### src/common/phy_regmap_pkg.sv
// constants, types and field layout for the phy register map block
package phy_regmap_pkg;

  localparam int ADDR_W    = 11;
  localparam int DATA_W    = 16;
  localparam int MAX_PORTS = 4;
  localparam int SYNC_LEN  = 3;
  localparam int GLB_LAT_W = 5;
  localparam int PRT_LAT_W = 8;
  localparam int CNT_W     = 16;

  // ------------------------------------------------------------
  // global block
  // ------------------------------------------------------------
  localparam logic [10:0] CHIP_IDENTITY_OFS      = 11'h000;
  localparam logic [10:0] GLOBAL_CONTROL_ONE_OFS = 11'h002;
  localparam logic [10:0] GLOBAL_STATUS_OFS      = 11'h014;
  localparam logic [10:0] GLOBAL_LATCHED_OFS     = 11'h016;
  localparam logic [5:0]  GLOBAL_BLOCK_TAG       = 6'h00;
  localparam logic [6:0]  SYSBUS_BLOCK_TAG       = 7'h03;

  localparam logic [15:0] CHIP_IDENTITY_VALUE    = 16'h5a01; // arbitrary value
  localparam logic [15:0] CR1_RESET              = 16'h0000;
  localparam logic [15:0] CR1_ASSIGNED_MASK      = 16'hefff;
  localparam int          CR1_DP_RESET_BIT       = 1;
  localparam int          CR1_LATCH_CLEAR_BIT    = 2;
  localparam int          CR1_UPDATE_BIT         = 3;

  // ------------------------------------------------------------
  // per-port block, offsets relative to the port base
  // ------------------------------------------------------------
  localparam logic [8:0]  PORT_REL_FIRST         = 9'h040;
  localparam logic [8:0]  PORT_CONFIG_OFS        = 9'h040;
  localparam logic [8:0]  PORT_LATCHED_OFS       = 9'h044;
  localparam logic [8:0]  PORT_COUNTER_OFS       = 9'h050;
  localparam logic [15:0] PORT_CONFIG_RESET      = 16'hff01;
  localparam int          PCFG_COUNT_ACTIVE_BIT  = 0;
  localparam int          PCFG_LATCH_EN_LSB      = 8;

  typedef struct packed {
    logic              cs_n;
    logic              rd_n;
    logic              wr_n;
    logic              bus8;
    logic              dp_rst_n;
    logic [ADDR_W-1:0] addr;
    logic [DATA_W-1:0] data;
  } host_pins_t;

  typedef enum logic [1:0] {
    UPD_IDLE = 2'b00,
    UPD_LOAD = 2'b01,
    UPD_DONE = 2'b10
  } upd_state_t;

endpackage

### src/hw/latched_status.sv
// bank of latched status bits with edge-qualified set and masked clear
`timescale 1ns/1ns
`default_nettype none
module latched_status #(
  parameter int          WIDTH     = 8,
  parameter logic [WIDTH-1:0] ON_CHANGE = '0
) (
  input  wire logic             i_sys_clk,
  input  wire logic             i_rst,
  input  wire logic [WIDTH-1:0] i_event,
  input  wire logic [WIDTH-1:0] i_enable,
  input  wire logic [WIDTH-1:0] i_clear,
  input  wire logic             i_flush,
  output logic      [WIDTH-1:0] o_latched
);

  logic [WIDTH-1:0] event_prev_q;
  logic [WIDTH-1:0] set_w;
  logic [WIDTH-1:0] latched_d;

  // a held event cannot re-set a cleared bit; only a fresh edge does
  assign set_w     = i_enable & ((i_event & ~event_prev_q) |
                                 (ON_CHANGE & ~i_event & event_prev_q));
  // set beats clear in the same cycle so no event is lost
  assign latched_d = i_flush ? '0 : (set_w | (o_latched & ~i_clear));

  always_ff @(posedge i_sys_clk or posedge i_rst) begin
    if (i_rst) begin
      event_prev_q <= '0;
      o_latched    <= '0;
    end else begin
      event_prev_q <= i_event;
      o_latched    <= latched_d;
    end
  end

endmodule
`default_nettype wire

### src/hw/sat_counter.sv
// saturating event counter with snapshot register and zero indication
`timescale 1ns/1ns
`default_nettype none
module sat_counter #(
  parameter int WIDTH = 16
) (
  input  wire logic             i_sys_clk,
  input  wire logic             i_rst,
  input  wire logic             i_event,
  input  wire logic             i_active,
  input  wire logic             i_load,
  input  wire logic             i_flush,
  output logic      [WIDTH-1:0] o_count_reg,
  output logic                  o_zero
);

  logic [WIDTH-1:0] live_q;
  logic [WIDTH-1:0] live_d;
  logic [WIDTH-1:0] reg_d;
  logic             inc_w;

  // an inactive counter keeps its value but never counts
  assign inc_w  = i_event & i_active;
  // on load the event of that cycle becomes the first new count
  assign live_d = i_flush ? '0 :
                  i_load  ? {{(WIDTH-1){1'b0}}, inc_w} :
                  (inc_w && live_q != '1) ? live_q + WIDTH'(1'b1) : live_q;
  assign reg_d  = i_flush ? '0 : (i_load ? live_q : o_count_reg);

  always_ff @(posedge i_sys_clk or posedge i_rst) begin
    if (i_rst) begin
      live_q      <= '0;
      o_count_reg <= '0;
      o_zero      <= 1'b1;
    end else begin
      live_q      <= live_d;
      o_count_reg <= reg_d;
      o_zero      <= ~i_load & (reg_d == '0);
    end
  end

endmodule
`default_nettype wire

### src/hw/phy_regmap_top.sv
// host register bus, address decode and global/per-port register banks
`timescale 1ns/1ns
`default_nettype none
module phy_regmap_top #(
  parameter int          NUM_PORTS   = 4,
  parameter logic [15:0] IDENT_VALUE = phy_regmap_pkg::CHIP_IDENTITY_VALUE
) (
  input  wire logic                                   i_sys_clk,
  input  wire logic                                   i_rst,
  input  wire logic                                   i_cs_n,
  input  wire logic                                   i_rd_n,
  input  wire logic                                   i_wr_n,
  input  wire logic                                   i_bus8_mode,
  input  wire logic [phy_regmap_pkg::ADDR_W-1:0]      i_addr,
  input  wire logic [phy_regmap_pkg::DATA_W-1:0]      i_data,
  input  wire logic                                   i_datapath_reset_n,
  input  wire logic [phy_regmap_pkg::GLB_LAT_W-2:0]   i_global_event,
  input  wire logic [phy_regmap_pkg::MAX_PORTS*phy_regmap_pkg::PRT_LAT_W-1:0] i_port_event,
  input  wire logic [phy_regmap_pkg::MAX_PORTS-1:0]   i_count_event,
  output logic      [phy_regmap_pkg::DATA_W-1:0]      o_data,
  output logic                                        o_data_oe,
  output logic                                        o_rdy_n,
  output logic                                        o_update_status,
  output logic      [phy_regmap_pkg::MAX_PORTS-1:0]   o_zero_count
);

  // ------------------------------------------------------------
  // helpers
  // ------------------------------------------------------------
  function automatic logic [15:0] merge(input logic [15:0] old_v,
                                        input logic [15:0] new_v,
                                        input logic [1:0]  be);
    merge = {be[1] ? new_v[15:8] : old_v[15:8], be[0] ? new_v[7:0] : old_v[7:0]};
  endfunction

  function automatic logic [15:0] lane_mask(input logic [1:0] be);
    lane_mask = {{8{be[1]}}, {8{be[0]}}};
  endfunction

  // ------------------------------------------------------------
  // pin synchroniser: three stages, a bit moves once 2 and 3 agree
  // ------------------------------------------------------------
  phy_regmap_pkg::host_pins_t pins_w;
  phy_regmap_pkg::host_pins_t sync1_q;
  phy_regmap_pkg::host_pins_t sync2_q;
  phy_regmap_pkg::host_pins_t sync3_q;
  phy_regmap_pkg::host_pins_t pins_q;
  phy_regmap_pkg::host_pins_t pins_d;

  assign pins_w = '{cs_n: i_cs_n, rd_n: i_rd_n, wr_n: i_wr_n, bus8: i_bus8_mode,
                    dp_rst_n: i_datapath_reset_n, addr: i_addr, data: i_data};
  assign pins_d = (sync2_q & sync3_q) | (pins_q & (sync2_q | sync3_q));

  always_ff @(posedge i_sys_clk or posedge i_rst) begin
    if (i_rst) begin
      sync1_q <= '1;
      sync2_q <= '1;
      sync3_q <= '1;
      pins_q  <= '1;
    end else begin
      sync1_q <= pins_w;
      sync2_q <= sync1_q;
      sync3_q <= sync2_q;
      pins_q  <= pins_d;
    end
  end

  // ------------------------------------------------------------
  // access detection
  // ------------------------------------------------------------
  logic active_w;
  logic active_prev_q;
  logic start_w;
  logic rd_go_w;
  logic wr_go_w;

  assign active_w = ~pins_q.cs_n & (~pins_q.rd_n | ~pins_q.wr_n);
  assign start_w  = active_w & ~active_prev_q;
  assign rd_go_w  = start_w & ~pins_q.rd_n;
  assign wr_go_w  = start_w & ~pins_q.wr_n & pins_q.rd_n;

  // ------------------------------------------------------------
  // address decode
  // ------------------------------------------------------------
  logic [10:0] addr_w;
  logic [10:0] word_w;
  logic [1:0]  port_w;
  logic [8:0]  rel_w;
  logic        hi_byte_w;
  logic [1:0]  be_w;
  logic [15:0] wdata_w;
  logic        in_global_w;
  logic        in_sysbus_w;
  logic        in_test_w;
  logic        in_port_w;
  logic        mapped_w;

  assign addr_w      = {(NUM_PORTS > 2) ? pins_q.addr[10] : 1'b0, pins_q.addr[9:0]};
  assign word_w      = {addr_w[10:1], 1'b0};
  assign port_w      = word_w[10:9];
  assign rel_w       = word_w[8:0];
  assign hi_byte_w   = pins_q.bus8 & addr_w[0];
  assign be_w        = pins_q.bus8 ? {hi_byte_w, ~hi_byte_w} : 2'b11;
  assign wdata_w     = pins_q.bus8 ? {pins_q.data[7:0], pins_q.data[7:0]} : pins_q.data;
  assign in_global_w = word_w[10:5] == phy_regmap_pkg::GLOBAL_BLOCK_TAG;
  assign in_sysbus_w = word_w[10:4] == phy_regmap_pkg::SYSBUS_BLOCK_TAG;
  assign in_test_w   = (rel_w < phy_regmap_pkg::PORT_REL_FIRST) &&
                       (port_w == 2'd1 || port_w == 2'd2);
  assign in_port_w   = (rel_w >= phy_regmap_pkg::PORT_REL_FIRST) &&
                       (32'(port_w) < NUM_PORTS);
  // holes outside every block and absent port register ranges get no ready strobe; with two ports or fewer ports 2-3 alias onto 0-1
  assign mapped_w    = in_global_w | in_sysbus_w | in_test_w | in_port_w;

  logic hit_cr1_w;
  logic hit_glat_w;
  logic hit_pcfg_w;
  logic hit_plat_w;

  assign hit_cr1_w  = word_w == phy_regmap_pkg::GLOBAL_CONTROL_ONE_OFS;
  assign hit_glat_w = word_w == phy_regmap_pkg::GLOBAL_LATCHED_OFS;
  assign hit_pcfg_w = in_port_w && rel_w == phy_regmap_pkg::PORT_CONFIG_OFS;
  assign hit_plat_w = in_port_w && rel_w == phy_regmap_pkg::PORT_LATCHED_OFS;

  // ------------------------------------------------------------
  // configuration registers and their effective copies
  // ------------------------------------------------------------
  logic [15:0] cr1_q;
  logic [15:0] cr1_eff_q;
  logic [15:0] pcfg_q     [phy_regmap_pkg::MAX_PORTS];
  logic [15:0] pcfg_eff_q [phy_regmap_pkg::MAX_PORTS];
  logic        dp_reset_w;
  logic        clear_on_read_w;

  assign dp_reset_w      = ~pins_q.dp_rst_n | cr1_q[phy_regmap_pkg::CR1_DP_RESET_BIT];
  assign clear_on_read_w = cr1_eff_q[phy_regmap_pkg::CR1_LATCH_CLEAR_BIT];

  always_ff @(posedge i_sys_clk or posedge i_rst) begin
    if (i_rst) begin
      cr1_q     <= phy_regmap_pkg::CR1_RESET;
      cr1_eff_q <= phy_regmap_pkg::CR1_RESET;
      for (int p = 0; p < phy_regmap_pkg::MAX_PORTS; p++) begin
        pcfg_q[p]     <= phy_regmap_pkg::PORT_CONFIG_RESET;
        pcfg_eff_q[p] <= phy_regmap_pkg::PORT_CONFIG_RESET;
      end
    end else begin
      // unassigned bits are dropped here so they always read zero
      if (wr_go_w && hit_cr1_w) begin
        cr1_q <= merge(cr1_q, wdata_w, be_w) & phy_regmap_pkg::CR1_ASSIGNED_MASK;
      end
      // the stored value stays readable; the block only sees it after release
      if (!dp_reset_w) begin
        cr1_eff_q <= cr1_q;
      end
      for (int p = 0; p < phy_regmap_pkg::MAX_PORTS; p++) begin
        if (wr_go_w && hit_pcfg_w && 32'(port_w) == p) begin
          pcfg_q[p] <= merge(pcfg_q[p], wdata_w, be_w);
        end
        if (!dp_reset_w) begin
          pcfg_eff_q[p] <= pcfg_q[p];
        end
      end
    end
  end

  // ------------------------------------------------------------
  // counter update sequencer
  // ------------------------------------------------------------
  phy_regmap_pkg::upd_state_t upd_q;
  phy_regmap_pkg::upd_state_t upd_d;
  logic                       upd_prev_q;
  logic                       upd_edge_w;
  logic                       load_w;

  // during datapath reset the edge tracker follows the raw bit, so a
  // rising edge written then is consumed and must be written again
  assign upd_edge_w = cr1_q[phy_regmap_pkg::CR1_UPDATE_BIT] & ~upd_prev_q & ~dp_reset_w;
  // load on the starting edge so the zero pulse is over as update status rises
  assign load_w     = upd_edge_w & (upd_q == phy_regmap_pkg::UPD_IDLE);

  always_comb begin
    case (upd_q)
      phy_regmap_pkg::UPD_IDLE: begin
        upd_d = upd_edge_w ? phy_regmap_pkg::UPD_LOAD : phy_regmap_pkg::UPD_IDLE;
      end
      phy_regmap_pkg::UPD_LOAD: begin
        upd_d = phy_regmap_pkg::UPD_DONE;
      end
      phy_regmap_pkg::UPD_DONE: begin
        upd_d = phy_regmap_pkg::UPD_IDLE;
      end
      default: begin
        upd_d = phy_regmap_pkg::UPD_IDLE;
      end
    endcase
  end

  always_ff @(posedge i_sys_clk or posedge i_rst) begin
    if (i_rst) begin
      upd_q           <= phy_regmap_pkg::UPD_IDLE;
      upd_prev_q      <= 1'b0;
      o_update_status <= 1'b0;
    end else begin
      upd_q      <= upd_d;
      upd_prev_q <= cr1_q[phy_regmap_pkg::CR1_UPDATE_BIT];
      if (upd_edge_w && upd_q == phy_regmap_pkg::UPD_IDLE) begin
        o_update_status <= 1'b0;
      end else if (upd_q == phy_regmap_pkg::UPD_DONE) begin
        o_update_status <= 1'b1;
      end
    end
  end

  // ------------------------------------------------------------
  // latched status clearing
  // ------------------------------------------------------------
  logic [15:0] rd_clear_w;
  logic [15:0] wr_clear_w;

  // clear-on-read takes the whole word in 16-bit mode, the byte otherwise
  assign rd_clear_w = (rd_go_w && clear_on_read_w) ? lane_mask(be_w) : 16'h0000;
  assign wr_clear_w = (wr_go_w && !clear_on_read_w) ? (wdata_w & lane_mask(be_w)) : 16'h0000;

  logic [phy_regmap_pkg::GLB_LAT_W-1:0] glat_w;
  logic [phy_regmap_pkg::GLB_LAT_W-1:0] glat_clr_w;

  assign glat_clr_w = hit_glat_w ? rd_clear_w[phy_regmap_pkg::GLB_LAT_W-1:0] |
                                   wr_clear_w[phy_regmap_pkg::GLB_LAT_W-1:0] : '0;

  // bit 0 follows the update status on both edges
  latched_status #(
    .WIDTH     (phy_regmap_pkg::GLB_LAT_W),
    .ON_CHANGE (5'h01)
  ) u_global_latched (
    .i_sys_clk (i_sys_clk),
    .i_rst     (i_rst),
    .i_event   ({i_global_event, o_update_status}),
    .i_enable  ('1),
    .i_clear   (glat_clr_w),
    .i_flush   (dp_reset_w),
    .o_latched (glat_w)
  );

  // ------------------------------------------------------------
  // per-port latched bits and counters
  // ------------------------------------------------------------
  logic [phy_regmap_pkg::PRT_LAT_W-1:0] plat_w [phy_regmap_pkg::MAX_PORTS];
  logic [phy_regmap_pkg::CNT_W-1:0]     pcnt_w [phy_regmap_pkg::MAX_PORTS];
  logic [phy_regmap_pkg::MAX_PORTS-1:0] zero_w;

  for (genvar p = 0; p < phy_regmap_pkg::MAX_PORTS; p++) begin : g_port
    if (p < NUM_PORTS) begin : g_present
      logic [phy_regmap_pkg::PRT_LAT_W-1:0] clr_w;

      assign clr_w = (hit_plat_w && 32'(port_w) == p) ?
                     rd_clear_w[phy_regmap_pkg::PRT_LAT_W-1:0] |
                     wr_clear_w[phy_regmap_pkg::PRT_LAT_W-1:0] : '0;

      // disabled positions act reserved: they hold but never newly set
      latched_status #(
        .WIDTH     (phy_regmap_pkg::PRT_LAT_W),
        .ON_CHANGE ('0)
      ) u_latched (
        .i_sys_clk (i_sys_clk),
        .i_rst     (i_rst),
        .i_event   (i_port_event[p*phy_regmap_pkg::PRT_LAT_W +: phy_regmap_pkg::PRT_LAT_W]),
        .i_enable  (pcfg_eff_q[p][phy_regmap_pkg::PCFG_LATCH_EN_LSB +: phy_regmap_pkg::PRT_LAT_W]),
        .i_clear   (clr_w),
        .i_flush   (dp_reset_w),
        .o_latched (plat_w[p])
      );

      sat_counter #(
        .WIDTH (phy_regmap_pkg::CNT_W)
      ) u_counter (
        .i_sys_clk   (i_sys_clk),
        .i_rst       (i_rst),
        .i_event     (i_count_event[p]),
        .i_active    (pcfg_eff_q[p][phy_regmap_pkg::PCFG_COUNT_ACTIVE_BIT]),
        .i_load      (load_w),
        .i_flush     (dp_reset_w),
        .o_count_reg (pcnt_w[p]),
        .o_zero      (zero_w[p])
      );
    end else begin : g_absent
      assign plat_w[p] = '0;
      assign pcnt_w[p] = '0;
      assign zero_w[p] = 1'b1;
    end
  end

  // ------------------------------------------------------------
  // read mux; anything not listed (reserved, unused, test) reads zero
  // ------------------------------------------------------------
  logic [15:0] rdata_w;
  logic [15:0] port_rdata_w;
  logic [15:0] glob_rdata_w;
  logic [15:0] byte_rdata_w;

  assign port_rdata_w = (rel_w == phy_regmap_pkg::PORT_CONFIG_OFS)  ? pcfg_q[port_w] :
                        (rel_w == phy_regmap_pkg::PORT_LATCHED_OFS) ? {8'h00, plat_w[port_w]} :
                        (rel_w == phy_regmap_pkg::PORT_COUNTER_OFS) ? pcnt_w[port_w] : 16'h0000;
  assign glob_rdata_w = (word_w == phy_regmap_pkg::CHIP_IDENTITY_OFS)  ? IDENT_VALUE :
                        hit_cr1_w                                      ? cr1_q :
                        (word_w == phy_regmap_pkg::GLOBAL_STATUS_OFS)  ? {15'h0000, o_update_status} :
                        hit_glat_w                                     ? {11'h000, glat_w} : 16'h0000;
  assign rdata_w      = in_port_w ? port_rdata_w : (in_global_w ? glob_rdata_w : 16'h0000);
  assign byte_rdata_w = pins_q.bus8 ? {8'h00, hi_byte_w ? rdata_w[15:8] : rdata_w[7:0]} : rdata_w;

  // ------------------------------------------------------------
  // bus handshake: ready stays low until the strobe goes away
  // ------------------------------------------------------------
  always_ff @(posedge i_sys_clk or posedge i_rst) begin
    if (i_rst) begin
      active_prev_q <= 1'b0;
      o_rdy_n       <= 1'b1;
      o_data        <= 16'h0000;
      o_data_oe     <= 1'b0;
      o_zero_count  <= '1;
    end else begin
      active_prev_q <= active_w;
      o_zero_count  <= zero_w;
      if (!active_w) begin
        o_rdy_n   <= 1'b1;
        o_data_oe <= 1'b0;
      end else if (start_w) begin
        o_rdy_n   <= ~mapped_w;
        o_data_oe <= rd_go_w & mapped_w;
        if (rd_go_w) begin
          o_data <= byte_rdata_w;
        end
      end
    end
  end

endmodule
`default_nettype wire

### config.mk
export PLATFORM = sky130hd
export DESIGN_NAME = phy_regmap_top
export DESIGN_NICKNAME = d
export VERILOG_FILES = /design/src/common/phy_regmap_pkg.sv /design/src/hw/latched_status.sv /design/src/hw/sat_counter.sv /design/src/hw/phy_regmap_top.sv
export SDC_FILE = /design/constraint.sdc
export NUM_CORES = 1
export LEC_CHECK = 0
export BUFFER_PORTS_ARGS = -buffer_cell sky130_fd_sc_hd__buf_2
export CAP_MARGIN = 20
export CORE_MARGIN = 2
export CORE_UTILIZATION = 45
export DETAILED_ROUTE_END_ITERATION = 8
export HOLD_SLACK_MARGIN = 0.06
export PLACE_DENSITY = 0.68
export REMOVE_ABC_BUFFERS = 1
export SYNTH_ARGS = -nofsm -noshare
export SYNTH_HDL_FRONTEND = slang
export SYNTH_SLANG_ARGS = --single-unit
export TNS_END_PERCENT = 1
### constraint.sdc
create_clock -name i_sys_clk -period 23 [get_ports i_sys_clk]
set_input_delay 4.6 -clock i_sys_clk [delete_from_list [all_inputs] [get_ports i_sys_clk]]
set_output_delay 4.6 -clock i_sys_clk [all_outputs]
set_load 0.05 [all_outputs]
==> flow_metrics.env, run 1 <==
export IMPL_status="finished clean"
export IMPL_hold_start="sync1_q[21]$_DFF_PP1_"
export IMPL_holdCritPathClass="flop to flop"
export IMPL_drcViolationCount=0
export IMPL_cts_setup_buffers=0
export IMPL_whs_path_depth=0
export IMPL_rr_endpoint="g_port[0].g_present.u_counter.live_q[5]$_DFFE_PP0P_"
export IMPL_synth_top_area_share_pct=34.0
export IMPL_rows=76
export IMPL_viasPerCell=5.62
export IMPL_drive_gt1_share_pct=28.7
export IMPL_cts_resized=0
export IMPL_tightest_slew_ns=1.02
export IMPL_max_freq_ghz=0.158
export IMPL_final_max_slew_viol_count=0
export IMPL_htreeDepth=2
export IMPL_max_cap_viol_count=0
export IMPL_start_util_pct=45.6
export IMPL_yosys_area_top_type="dfrtp_1"
export IMPL_dieArea_um2=45500
export IMPL_cts_sinks=477
export IMPL_cp_required_ns=23.63
export IMPL_antenna_found_initial=1
export IMPL_setup_violations=0
export IMPL_grt_max_degree=122
export IMPL_io_buffers=96
export IMPL_cts_hold_buf=0
export IMPL_r2r_start="pins_q[27]$_DFF_PP1_"
export IMPL_reg2reg_depth=6
export IMPL_hold_end="sync2_q[21]$_DFF_PP1_"
export IMPL_syn_avg_cell_area_um2=11.7
export IMPL_crit_type="primary input to asynchronous set/reset pin"
export IMPL_utilization_pct=52.2
export IMPL_syn_instance_count=1680
export IMPL_dp_hpwl_mm=31.8
export IMPL_yosysWarnings=0
export IMPL_track_usage_pct=21.6
export IMPL_vias=13500
export IMPL_grt_pass1_vias=13500
export IMPL_clk_path_buf_depth=3
export IMPL_cts_buffers=51
export IMPL_synth_area_um2=19700
export IMPL_slew_headroom_pct=31.5
export IMPL_cp_arrival_ns=6.97
export IMPL_cp_start_kind="primary input"
export IMPL_cp_common_cell="buf_4"
export IMPL_pin_count=97
export IMPL_die_height_um=213
export IMPL_place_gp_congestion=0.923
export IMPL_power_leakage_nw=9.43
export IMPL_switchingPower_mw=0.456
export IMPL_die_w_um=213
export IMPL_hold_viol=0
export IMPL_tns_ns=0
export IMPL_ys_ff_latch=477
export IMPL_synth_commonest_cells="nand2_1, dfrtp_1, dfstp_2"
export IMPL_synthArstFlopShare_pct=100
export IMPL_internal_power_mw=1.43
export IMPL_end_kind="asynchronous set/reset pin"
export IMPL_period_needed_ns=6.34
export IMPL_insertion_delay_ns=0.61
export IMPL_drt_iter0_drc=1342
export IMPL_area_growth_synth_to_final_pct=14.3
export IMPL_worstPathMaxFanout=121
export IMPL_ys_flop_type="dfrtp_1"
export IMPL_grt_pass1_wl_mm=75.9
export IMPL_power_share_combinational_pct=6.2
export IMPL_postRouteWirelength_mm=47.7
export IMPL_power_density_nw_per_um2=83.5
export IMPL_pwr_share_seq_pct=48.1
export IMPL_clock_root_buffer="clkbuf_16"
export IMPL_synth_sequential_area_ratio_pct=61.9
export IMPL_synth_edf_count=0
export IMPL_finClkSkew_ns=0.0280
export IMPL_yosysMostFrequentCell="nand2_1"
export IMPL_p_clk_share_pct=45.7
export IMPL_rrSetupSlack_ns=19.73
export IMPL_cts_reportedPaths_clkPinSlew_ns=0.06
export IMPL_cts_tree="done"
export IMPL_rsz0062_at_grt="no"
export IMPL_grt_overflow_total=0
export IMPL_netSwitchingFraction_pct=24.2
export IMPL_postRouteAntennaNets=0
export IMPL_crit_chain="buf_2 -> inv_8 -> buf_4 -> buf_4"
export IMPL_ir_worst_vdd_v=0.0000509
export IMPL_core_um2=43200
export IMPL_cpMaxStageDelayCell="buf_4"
export IMPL_final_period_utilization_pct=27.6
export IMPL_dr_pass1_iters=5
export IMPL_antennaDiodeCount=0
export IMPL_cp_slowest_stage_delay_ns=0.79
export IMPL_ys_types=78
export IMPL_synth_area_leaders="dfrtp_1, dfstp_2, nand2_1"
export IMPL_routedWlPerCell_um=19.9
export IMPL_nets=1850
## stage by stage
step	area, um^2	setup WS (ns)	hold WS, ns	instances	total power [mW]
5_1_grt	22500	16.26	0.345	2396	1.95
2_1_floorplan	19300	5.44	0.345	1602	0.983
3_3_place_gp	20700	15.97	0.345	2298	1.03
4_1_cts	22500	16.57	0.336	2394	1.90
6_report	22500	16.66	0.338	2396	1.88
3_5_place_dp	20700	15.93	0.347	2298	1.03
## area by class of cell
cell class	instances	area, um^2
multi-input cells	1113	7100
fillers	3750	20600
repair buffers	113	648
inverters	12	52.6
flip-flops and latches	477	12200
clock inverters	20	216
clock buffers	76	1590
well taps	585	732
## power by group through the flow
stage                     Combinational [mW]  Clock, mW  Sequential [mW]
after detailed placement               0.117          0            0.918
after CTS                              0.117      0.874            0.904
final                                  0.117      0.859            0.904
after global placement                 0.115          0            0.917
after global routing                   0.128      0.912            0.907
after floorplan                       0.0555          0            0.927
## worst max-delay path by stage
stage | cells past startpoint | start | slack [ns] | to
3_3_place_gp | 4 | i_rst | 15.97 | u_global_latched.event_prev_q[3]$_DFF_PP0_
6_report | 4 | i_rst | 16.66 | pcfg_q[1]$_DFFE_PP0P_
5_1_grt | 4 | i_rst | 16.26 | upd_q[0]$_DFF_PP0_
2_1_floorplan | 1 | i_rst | 5.44 | active_prev_q$_DFF_PP0_
3_5_place_dp | 4 | i_rst | 15.93 | o_data_oe$_DFFE_PP0P_
4_1_cts | 4 | i_rst | 16.57 | u_global_latched.event_prev_q[3]$_DFF_PP0_
## per-layer routing
| metal | up-vias | GRT usage (%) | wire [um] |
|---|---|---|---|
| met4 | 2 | 5.87 | 1050 |
| met2 | 445 | 35.0 | 23000 |
| li1 | 6109 | - | - |
| met3 | 73 | 4.79 | 3300 |
| met5 | - | 0 | 11 |
| met1 | 6825 | 29.5 | 20300 |
## worst max-delay path, delay by kind of cell
| kind | cells | cell delay, ns |
|---|---|---|
| buffers and inverters | 4 | 2.18 |
## cell usage in the layout, fill, tap and decap left out, drive strengths merged, types with 24 or more instances in the layout
master  count
mux4       35
mux2       46
maj3       32
clkbuf     76
nor2       84
a21oi     146
nor3       24
xnor2      26
dfrtp     268
nand3b     32
o21ai      98
nor4       24
buf       113
nand2     332
nand3      33
dfstp     209
## logic make-up after synthesis
kind of cell | count (synthesis) | synth area share, %
AND/OR/NAND/NOR | 622 | 15.4
flip-flops | 477 | 61.9
AO/OA/AOI/OAI | 316 | 9.21
multiplexers | 98 | 7.49
buffers and inverters | 90 | 2.19
adder cells (fa/ha/maj) | 40 | 2.13
XOR/XNOR | 37 | 1.64
Power figures use the tool's default switching activity.
==> run 2, diff against run 1 <==
ABC_AREA = 1   (was unset)
PLACE_DENSITY = 0.67   (was 0.68)
clock period = 6.5 ns   (was 23 ns; I/O delays follow)
==> flow_metrics.env, run 2 <==
export IMPL_synth_area_leaders="dfrtp_1, dfstp_2, nand2_1"
export IMPL_cp_arrival_ns=4.03
export IMPL_routedWlPerCell_um=17.4
export IMPL_setup_violations=0
export IMPL_netSwitchingFraction_pct=25.0
export IMPL_ys_ff_latch=477
export IMPL_dr_pass1_iters=6
export IMPL_insertion_delay_ns=0.61
export IMPL_grt_max_degree=153
export IMPL_ir_worst_vdd_v=0.000204
export IMPL_cp_required_ns=6.96
export IMPL_drt_iter0_drc=1765
export IMPL_clock_root_buffer="clkbuf_16"
export IMPL_synth_xor_area_share_pct=0.298
export IMPL_pwr_share_seq_pct=47.0
export IMPL_die_height_um=218
export IMPL_holdCritPathClass="flop to flop"
export IMPL_synthSimpleGateAreaFrac_pct=25.8
export IMPL_internal_power_mw=5.11
export IMPL_cts_buffers=52
export IMPL_clk_path_buf_depth=3
export IMPL_hold_viol=0
export IMPL_status="finished clean"
export IMPL_cts_hold_buf=0
export IMPL_end_kind="flop"
export IMPL_grt_pass1_wl_mm=85.7
export IMPL_dp_hpwl_mm=36.4
export IMPL_grt_pass1_vias=15600
export IMPL_switchingPower_mw=1.70
export IMPL_syn_avg_cell_area_um2=8.70
export IMPL_yosysWarnings=0
export IMPL_power_share_combinational_pct=7.8
export IMPL_synth_commonest_cells="nand2_1, dfrtp_1, dfstp_2"
export IMPL_crit_type="flop to flop"
export IMPL_synth_edf_count=0
export IMPL_track_usage_pct=23.0
export IMPL_pin_count=97
export IMPL_worstPathMaxFanout=68
export IMPL_dp_cells=2995
export IMPL_fillers=4197
export IMPL_final_cells=3094
export IMPL_max_freq_ghz=0.280
export IMPL_viasPerCell=5.21
export IMPL_antennaDiodeCount=0
export IMPL_synth_mux_area_share_pct=0
export IMPL_finClkSkew_ns=0.0259
export IMPL_die_w_um=218
export IMPL_multi_input_area_um2=7240
export IMPL_drcViolationCount=0
export IMPL_antenna_found_initial=0
export IMPL_syn_instance_count=2366
export IMPL_postRouteWirelength_mm=53.8
export IMPL_place_gp_congestion=0.957
export IMPL_area_growth_synth_to_final_pct=14.1
export IMPL_synthArstFlopShare_pct=100
export IMPL_power_density_nw_per_um2=290
export IMPL_synth_top_area_share_pct=32.6
export IMPL_rsz0062_at_grt="no"
export IMPL_yosysMostFrequentCell="nand2_1"
export IMPL_io_buffers=96
export IMPL_dieArea_um2=47400
export IMPL_postRouteAntennaNets=0
export IMPL_cts_reportedPaths_clkPinSlew_ns=0.06
export IMPL_ys_types=40
export IMPL_final_period_utilization_pct=54.9
export IMPL_yosys_area_top_type="dfrtp_1"
export IMPL_ys_flop_type="dfrtp_1"
export IMPL_final_common_cell="nand2_1"
export IMPL_final_max_slew_viol_count=0
export IMPL_vias=16100
export IMPL_rows=78
export IMPL_start_util_pct=45.4
export IMPL_nets=2533
export IMPL_final_cell_mix="nand2_1, dfrtp_1, dfstp_2"
export IMPL_slew_headroom_pct=27.6
export IMPL_cts_sinks=477
export IMPL_synth_compound_area_share_pct=7.07
export IMPL_synth_sequential_area_ratio_pct=59.3
export IMPL_drive_gt1_share_pct=17.4
export IMPL_htreeDepth=2
export IMPL_p_clk_share_pct=45.2
export IMPL_regArea_um2=12200
export IMPL_power_leakage_nw=10.7
export IMPL_cts_tree="done"
export IMPL_cts_setup_buffers=0
export IMPL_utilization_pct=51.8
export IMPL_max_cap_viol_count=0
export IMPL_grt_overflow_total=0
export IMPL_period_needed_ns=3.57
export IMPL_core_um2=45300
export IMPL_synth_area_um2=20600
export IMPL_synth_top_family_by_area="simple AND/OR/NAND/NOR gates"
export IMPL_cp_start_kind="flop"
export IMPL_tightest_slew_ns=1.09
export IMPL_synth_fa_ha_area_share_pct=2.04
export IMPL_cts_resized=0
## run 2: cell types whose count changed after synthesis, moves of 35 or more
cell	previous run	this run
a21oi_1	145	80
inv_1	12	206
mux2_2	46	0
mux4_2	35	0
nand2_1	328	819
nand3_1	29	152
nor2_1	82	189
o21ai_0	86	124
o21ai_1	11	53
## run 2: layer usage
layer	GRT usage [%]	vias up	wire length [um]
li1	-	7712	-
met1	32.9	7784	24800
met2	35.3	515	23900
met3	4.41	99	3560
met4	7.85	0	1630
met5	0	-	0
## run 2: cell families after synthesis
| group | Yosys count |
|---|---|
| buffers and inverters | 293 |
| DFF | 477 |
| AOI/OAI and AO/OA | 278 |
| adders and majority gates | 40 |
| and+or+nand+nor | 1271 |
| xor gates and xnor gates | 7 |
## run 2: final cells by class
| type | count | area share (%) |
|---|---|---|
| sequential | 477 | 52.0 |
| multi-input combinational | 1596 | 30.9 |
| clock buffer | 86 | 7.09 |
| inverter | 210 | 3.39 |
| tap | 600 | 3.20 |
| timing repair buffer | 114 | 2.85 |
| clock inverter | 11 | 0.634 |
## run 2: worst max-delay path: stages, from the launching register on
cell	delay, ns
dfstp_2	0.55
inv_2	0.10
buf_4	0.61
ha_1	0.40
nand2_1	0.11
nor2_1	0.58
nand2_1	0.13
inv_1	0.24
nand3_1	0.40
nand2_1	0.18
o21ai_0	0.09
## run 2: worst paths after layout
check / from / to / slack [ns] / depth (start not counted)
max in group asynchronous: i_rst / g_port[2].g_present.u_latched.event_prev_q[5]$_DFF_PP0_ / 4.28 / 3
worst min-delay path: sync1_q[19]$_DFF_PP1_ / sync2_q[19]$_DFF_PP1_ / 0.34 / 0
worst max register to register: addr_w[9]$_DFF_PP1_ / cr1_q[3]$_DFFE_PP0P_ / 2.93 / 10
worst min register to register: sync1_q[19]$_DFF_PP1_ / sync2_q[19]$_DFF_PP1_ / 0.34 / 0
min in group asynchronous: i_rst / o_data[11]$_DFFE_PP0P_ / 0.91 / 2
worst max-delay path: addr_w[9]$_DFF_PP1_ / cr1_q[3]$_DFFE_PP0P_ / 2.93 / 10
## run 2: stage by stage
step | worst slack [ns] | hold WS, ns | instance area, um^2 | TNS [ns] | power (mW)
final | 2.93 | 0.343 | 23500 | 0 | 6.80
after CTS | 2.99 | 0.353 | 23400 | 0 | 6.87
after global placement | 3.15 | 0.346 | 21600 | 0 | 3.76
after detailed placement | 3.03 | 0.347 | 21600 | 0 | 3.77
after global routing | 2.60 | 0.354 | 23500 | 0 | 7.06
after floorplan | -7.76 | 0.345 | 20200 | -2915.94 | 3.54
## run 2: power groups by stage
stage                     Combinational [mW]  Sequential [mW]  Clock, mW
after floorplan                        0.272             3.27          0
after global placement                 0.521             3.24          0
after detailed placement               0.529             3.24          0
after CTS                              0.531             3.20       3.14
after global routing                   0.586             3.21       3.27
final                                  0.531             3.20       3.08
==> run 3, diff against run 2 <==
ABC_AREA = 0   (was 1)
PLACE_DENSITY = 0.68   (was 0.67)
clock period = 3.5 ns   (was 6.5 ns; I/O delays follow)
==> flow_metrics.env, run 3 (synthesized netlist as in run 1, its figures left out) <==
export IMPL_pwr_share_seq_pct=48.4
export IMPL_cts_hold_buf=0
export IMPL_final_cell_mix="nand2_1, dfrtp_1, dfstp_2"
export IMPL_end_kind="flop"
export IMPL_rsz0062_at_grt="no"
export IMPL_final_max_slew_viol_count=0
export IMPL_whs_ns=0.187
export IMPL_cp_start_kind="flop"
export IMPL_utilization_pct=52.2
export IMPL_core_um2=43200
export IMPL_grt_max_degree=142
export IMPL_holdCritPathClass="primary input to asynchronous set/reset pin"
export IMPL_tightest_slew_ns=0.952
export IMPL_final_period_utilization_pct=72.6
export IMPL_cp_arrival_ns=2.98
export IMPL_cp_required_ns=3.94
export IMPL_crit_family="buffers and inverters"
export IMPL_io_buffers=96
export IMPL_grt_pass1_vias=13700
export IMPL_dp_cells=2300
export IMPL_p_clk_share_pct=45.1
export IMPL_start_util_pct=45.6
export IMPL_cts_buffers=49
export IMPL_stdcell_area_um2=22500
export IMPL_status="finished clean"
export IMPL_tns_ns=0
export IMPL_netSwitchingFraction_pct=24.0
export IMPL_internal_power_mw=9.34
export IMPL_die_height_um=213
export IMPL_dp_hpwl_mm=33.5
export IMPL_antennaDiodeCount=0
export IMPL_slew_headroom_pct=35.7
export IMPL_routedWlPerCell_um=20.6
export IMPL_clk_path_buf_depth=3
export IMPL_track_usage_pct=22.3
export IMPL_finClkSkew_ns=0.0299
export IMPL_max_cap_viol_count=0
export IMPL_crit_chain="buf_4 -> ha_1 -> nand2_1 -> o21ai_0 -> a21oi_1"
export IMPL_cp_num_buf_inv=1
export IMPL_pin_count=97
export IMPL_setup_violations=0
export IMPL_rows=76
export IMPL_max_freq_ghz=0.394
export IMPL_postRouteWirelength_mm=49.4
export IMPL_power_share_combinational_pct=6.5
export IMPL_place_gp_congestion=0.889
export IMPL_die_w_um=213
export IMPL_insertion_delay_ns=0.59
export IMPL_htreeDepth=2
export IMPL_cts_setup_buffers=0
export IMPL_grt_pass1_wl_mm=78.1
export IMPL_placed_area_um2=20800
export IMPL_cp_slowest_stage_delay_ns=0.61
export IMPL_finalWorstSetupSlack_ns=0.960
export IMPL_cpMaxStageDelayCell="buf_4"
export IMPL_cts_sinks=477
export IMPL_hold_viol=0
export IMPL_postRouteAntennaNets=0
export IMPL_dr_pass1_iters=5
export IMPL_worstPathMaxFanout=49
export IMPL_finalPower_mw=12.3
export IMPL_final_cells=2391
export IMPL_dieArea_um2=45500
export IMPL_cts_reportedPaths_clkPinSlew_ns=0.06
export IMPL_power_leakage_nw=9.41
export IMPL_cts_tree="done"
export IMPL_drcViolationCount=0
export IMPL_period_needed_ns=2.54
export IMPL_ir_worst_vdd_v=0.000373
export IMPL_drt_iter0_drc=1107
export IMPL_place_ws_ns=0.987
export IMPL_drive_gt1_share_pct=28.3
export IMPL_switchingPower_mw=2.94
export IMPL_viasPerCell=5.61
export IMPL_final_common_cell="nand2_1"
export IMPL_grt_overflow_total=0
export IMPL_clock_root_buffer="clkbuf_16"
export IMPL_nets=1848
export IMPL_crit_type="flop to flop"
export IMPL_area_growth_synth_to_final_pct=14.3
export IMPL_vias=13400
export IMPL_cts_resized=0
export IMPL_power_density_nw_per_um2=545
export IMPL_antenna_found_initial=1
==> run 3: changes by cell type in the layout (fill, tap and decap cells not counted), moves of 46 or more <==
cell     change
inv_1      -193
a21oi_1     +65
mux2_2      +46
nor2_1     -107
nand3_1    -123
nand2_1    -491
==> run 3: layout make-up <==
| class | instances | area, um^2 |
|---|---|---|
| clock buffers | 77 | 1550 |
| clock inverters | 14 | 184 |
| fillers | 3724 | 20600 |
| inverters | 12 | 52.6 |
| multi-input cells | 1113 | 7100 |
| flip-flops and latches | 477 | 12200 |
| well taps | 585 | 732 |
| repair buffers | 113 | 721 |
==> run 3: power by group through the flow <==
| stage | registers, mW | logic [mW] | clock network, mW |
|---|---|---|---|
| after global routing | 5.96 | 0.873 | 5.85 |
| final | 5.94 | 0.802 | 5.53 |
| after detailed placement | 6.03 | 0.808 | 0 |
| after floorplan | 6.09 | 0.365 | 0 |
| after global placement | 6.02 | 0.797 | 0 |
| after CTS | 5.94 | 0.812 | 5.63 |
==> run 3: path summary, 6_finish.rpt <==
path / end / slack, ns / startpoint / cells past startpoint
hold / removal: g_port[2].g_present.u_latched.event_prev_q[4]$_DFF_PP0_ / 0.19 / i_rst / 2
setup / recovery: g_port[3].g_present.u_latched.o_latched[4]$_DFF_PP0_ / 0.96 / addr_w[10]$_DFF_PP1_ / 5
max in group asynchronous: sync1_q[27]$_DFF_PP1_ / 2.31 / i_rst / 3
setup reg to reg: g_port[3].g_present.u_latched.o_latched[4]$_DFF_PP0_ / 0.96 / addr_w[10]$_DFF_PP1_ / 5
min in group i_sys_clk: sync1_q[12]$_DFF_PP1_ / 0.20 / i_data[12] / 1
hold reg to reg: sync2_q[23]$_DFF_PP1_ / 0.34 / sync1_q[23]$_DFF_PP1_ / 0
==> run 3: per-layer routing <==
layer / global-route usage, % / routed length, um
met1: 30.4 / 21800
met2: 36.5 / 23600
met3: 3.71 / 2650
met4: 7.38 / 1360
met5: 0 / 11
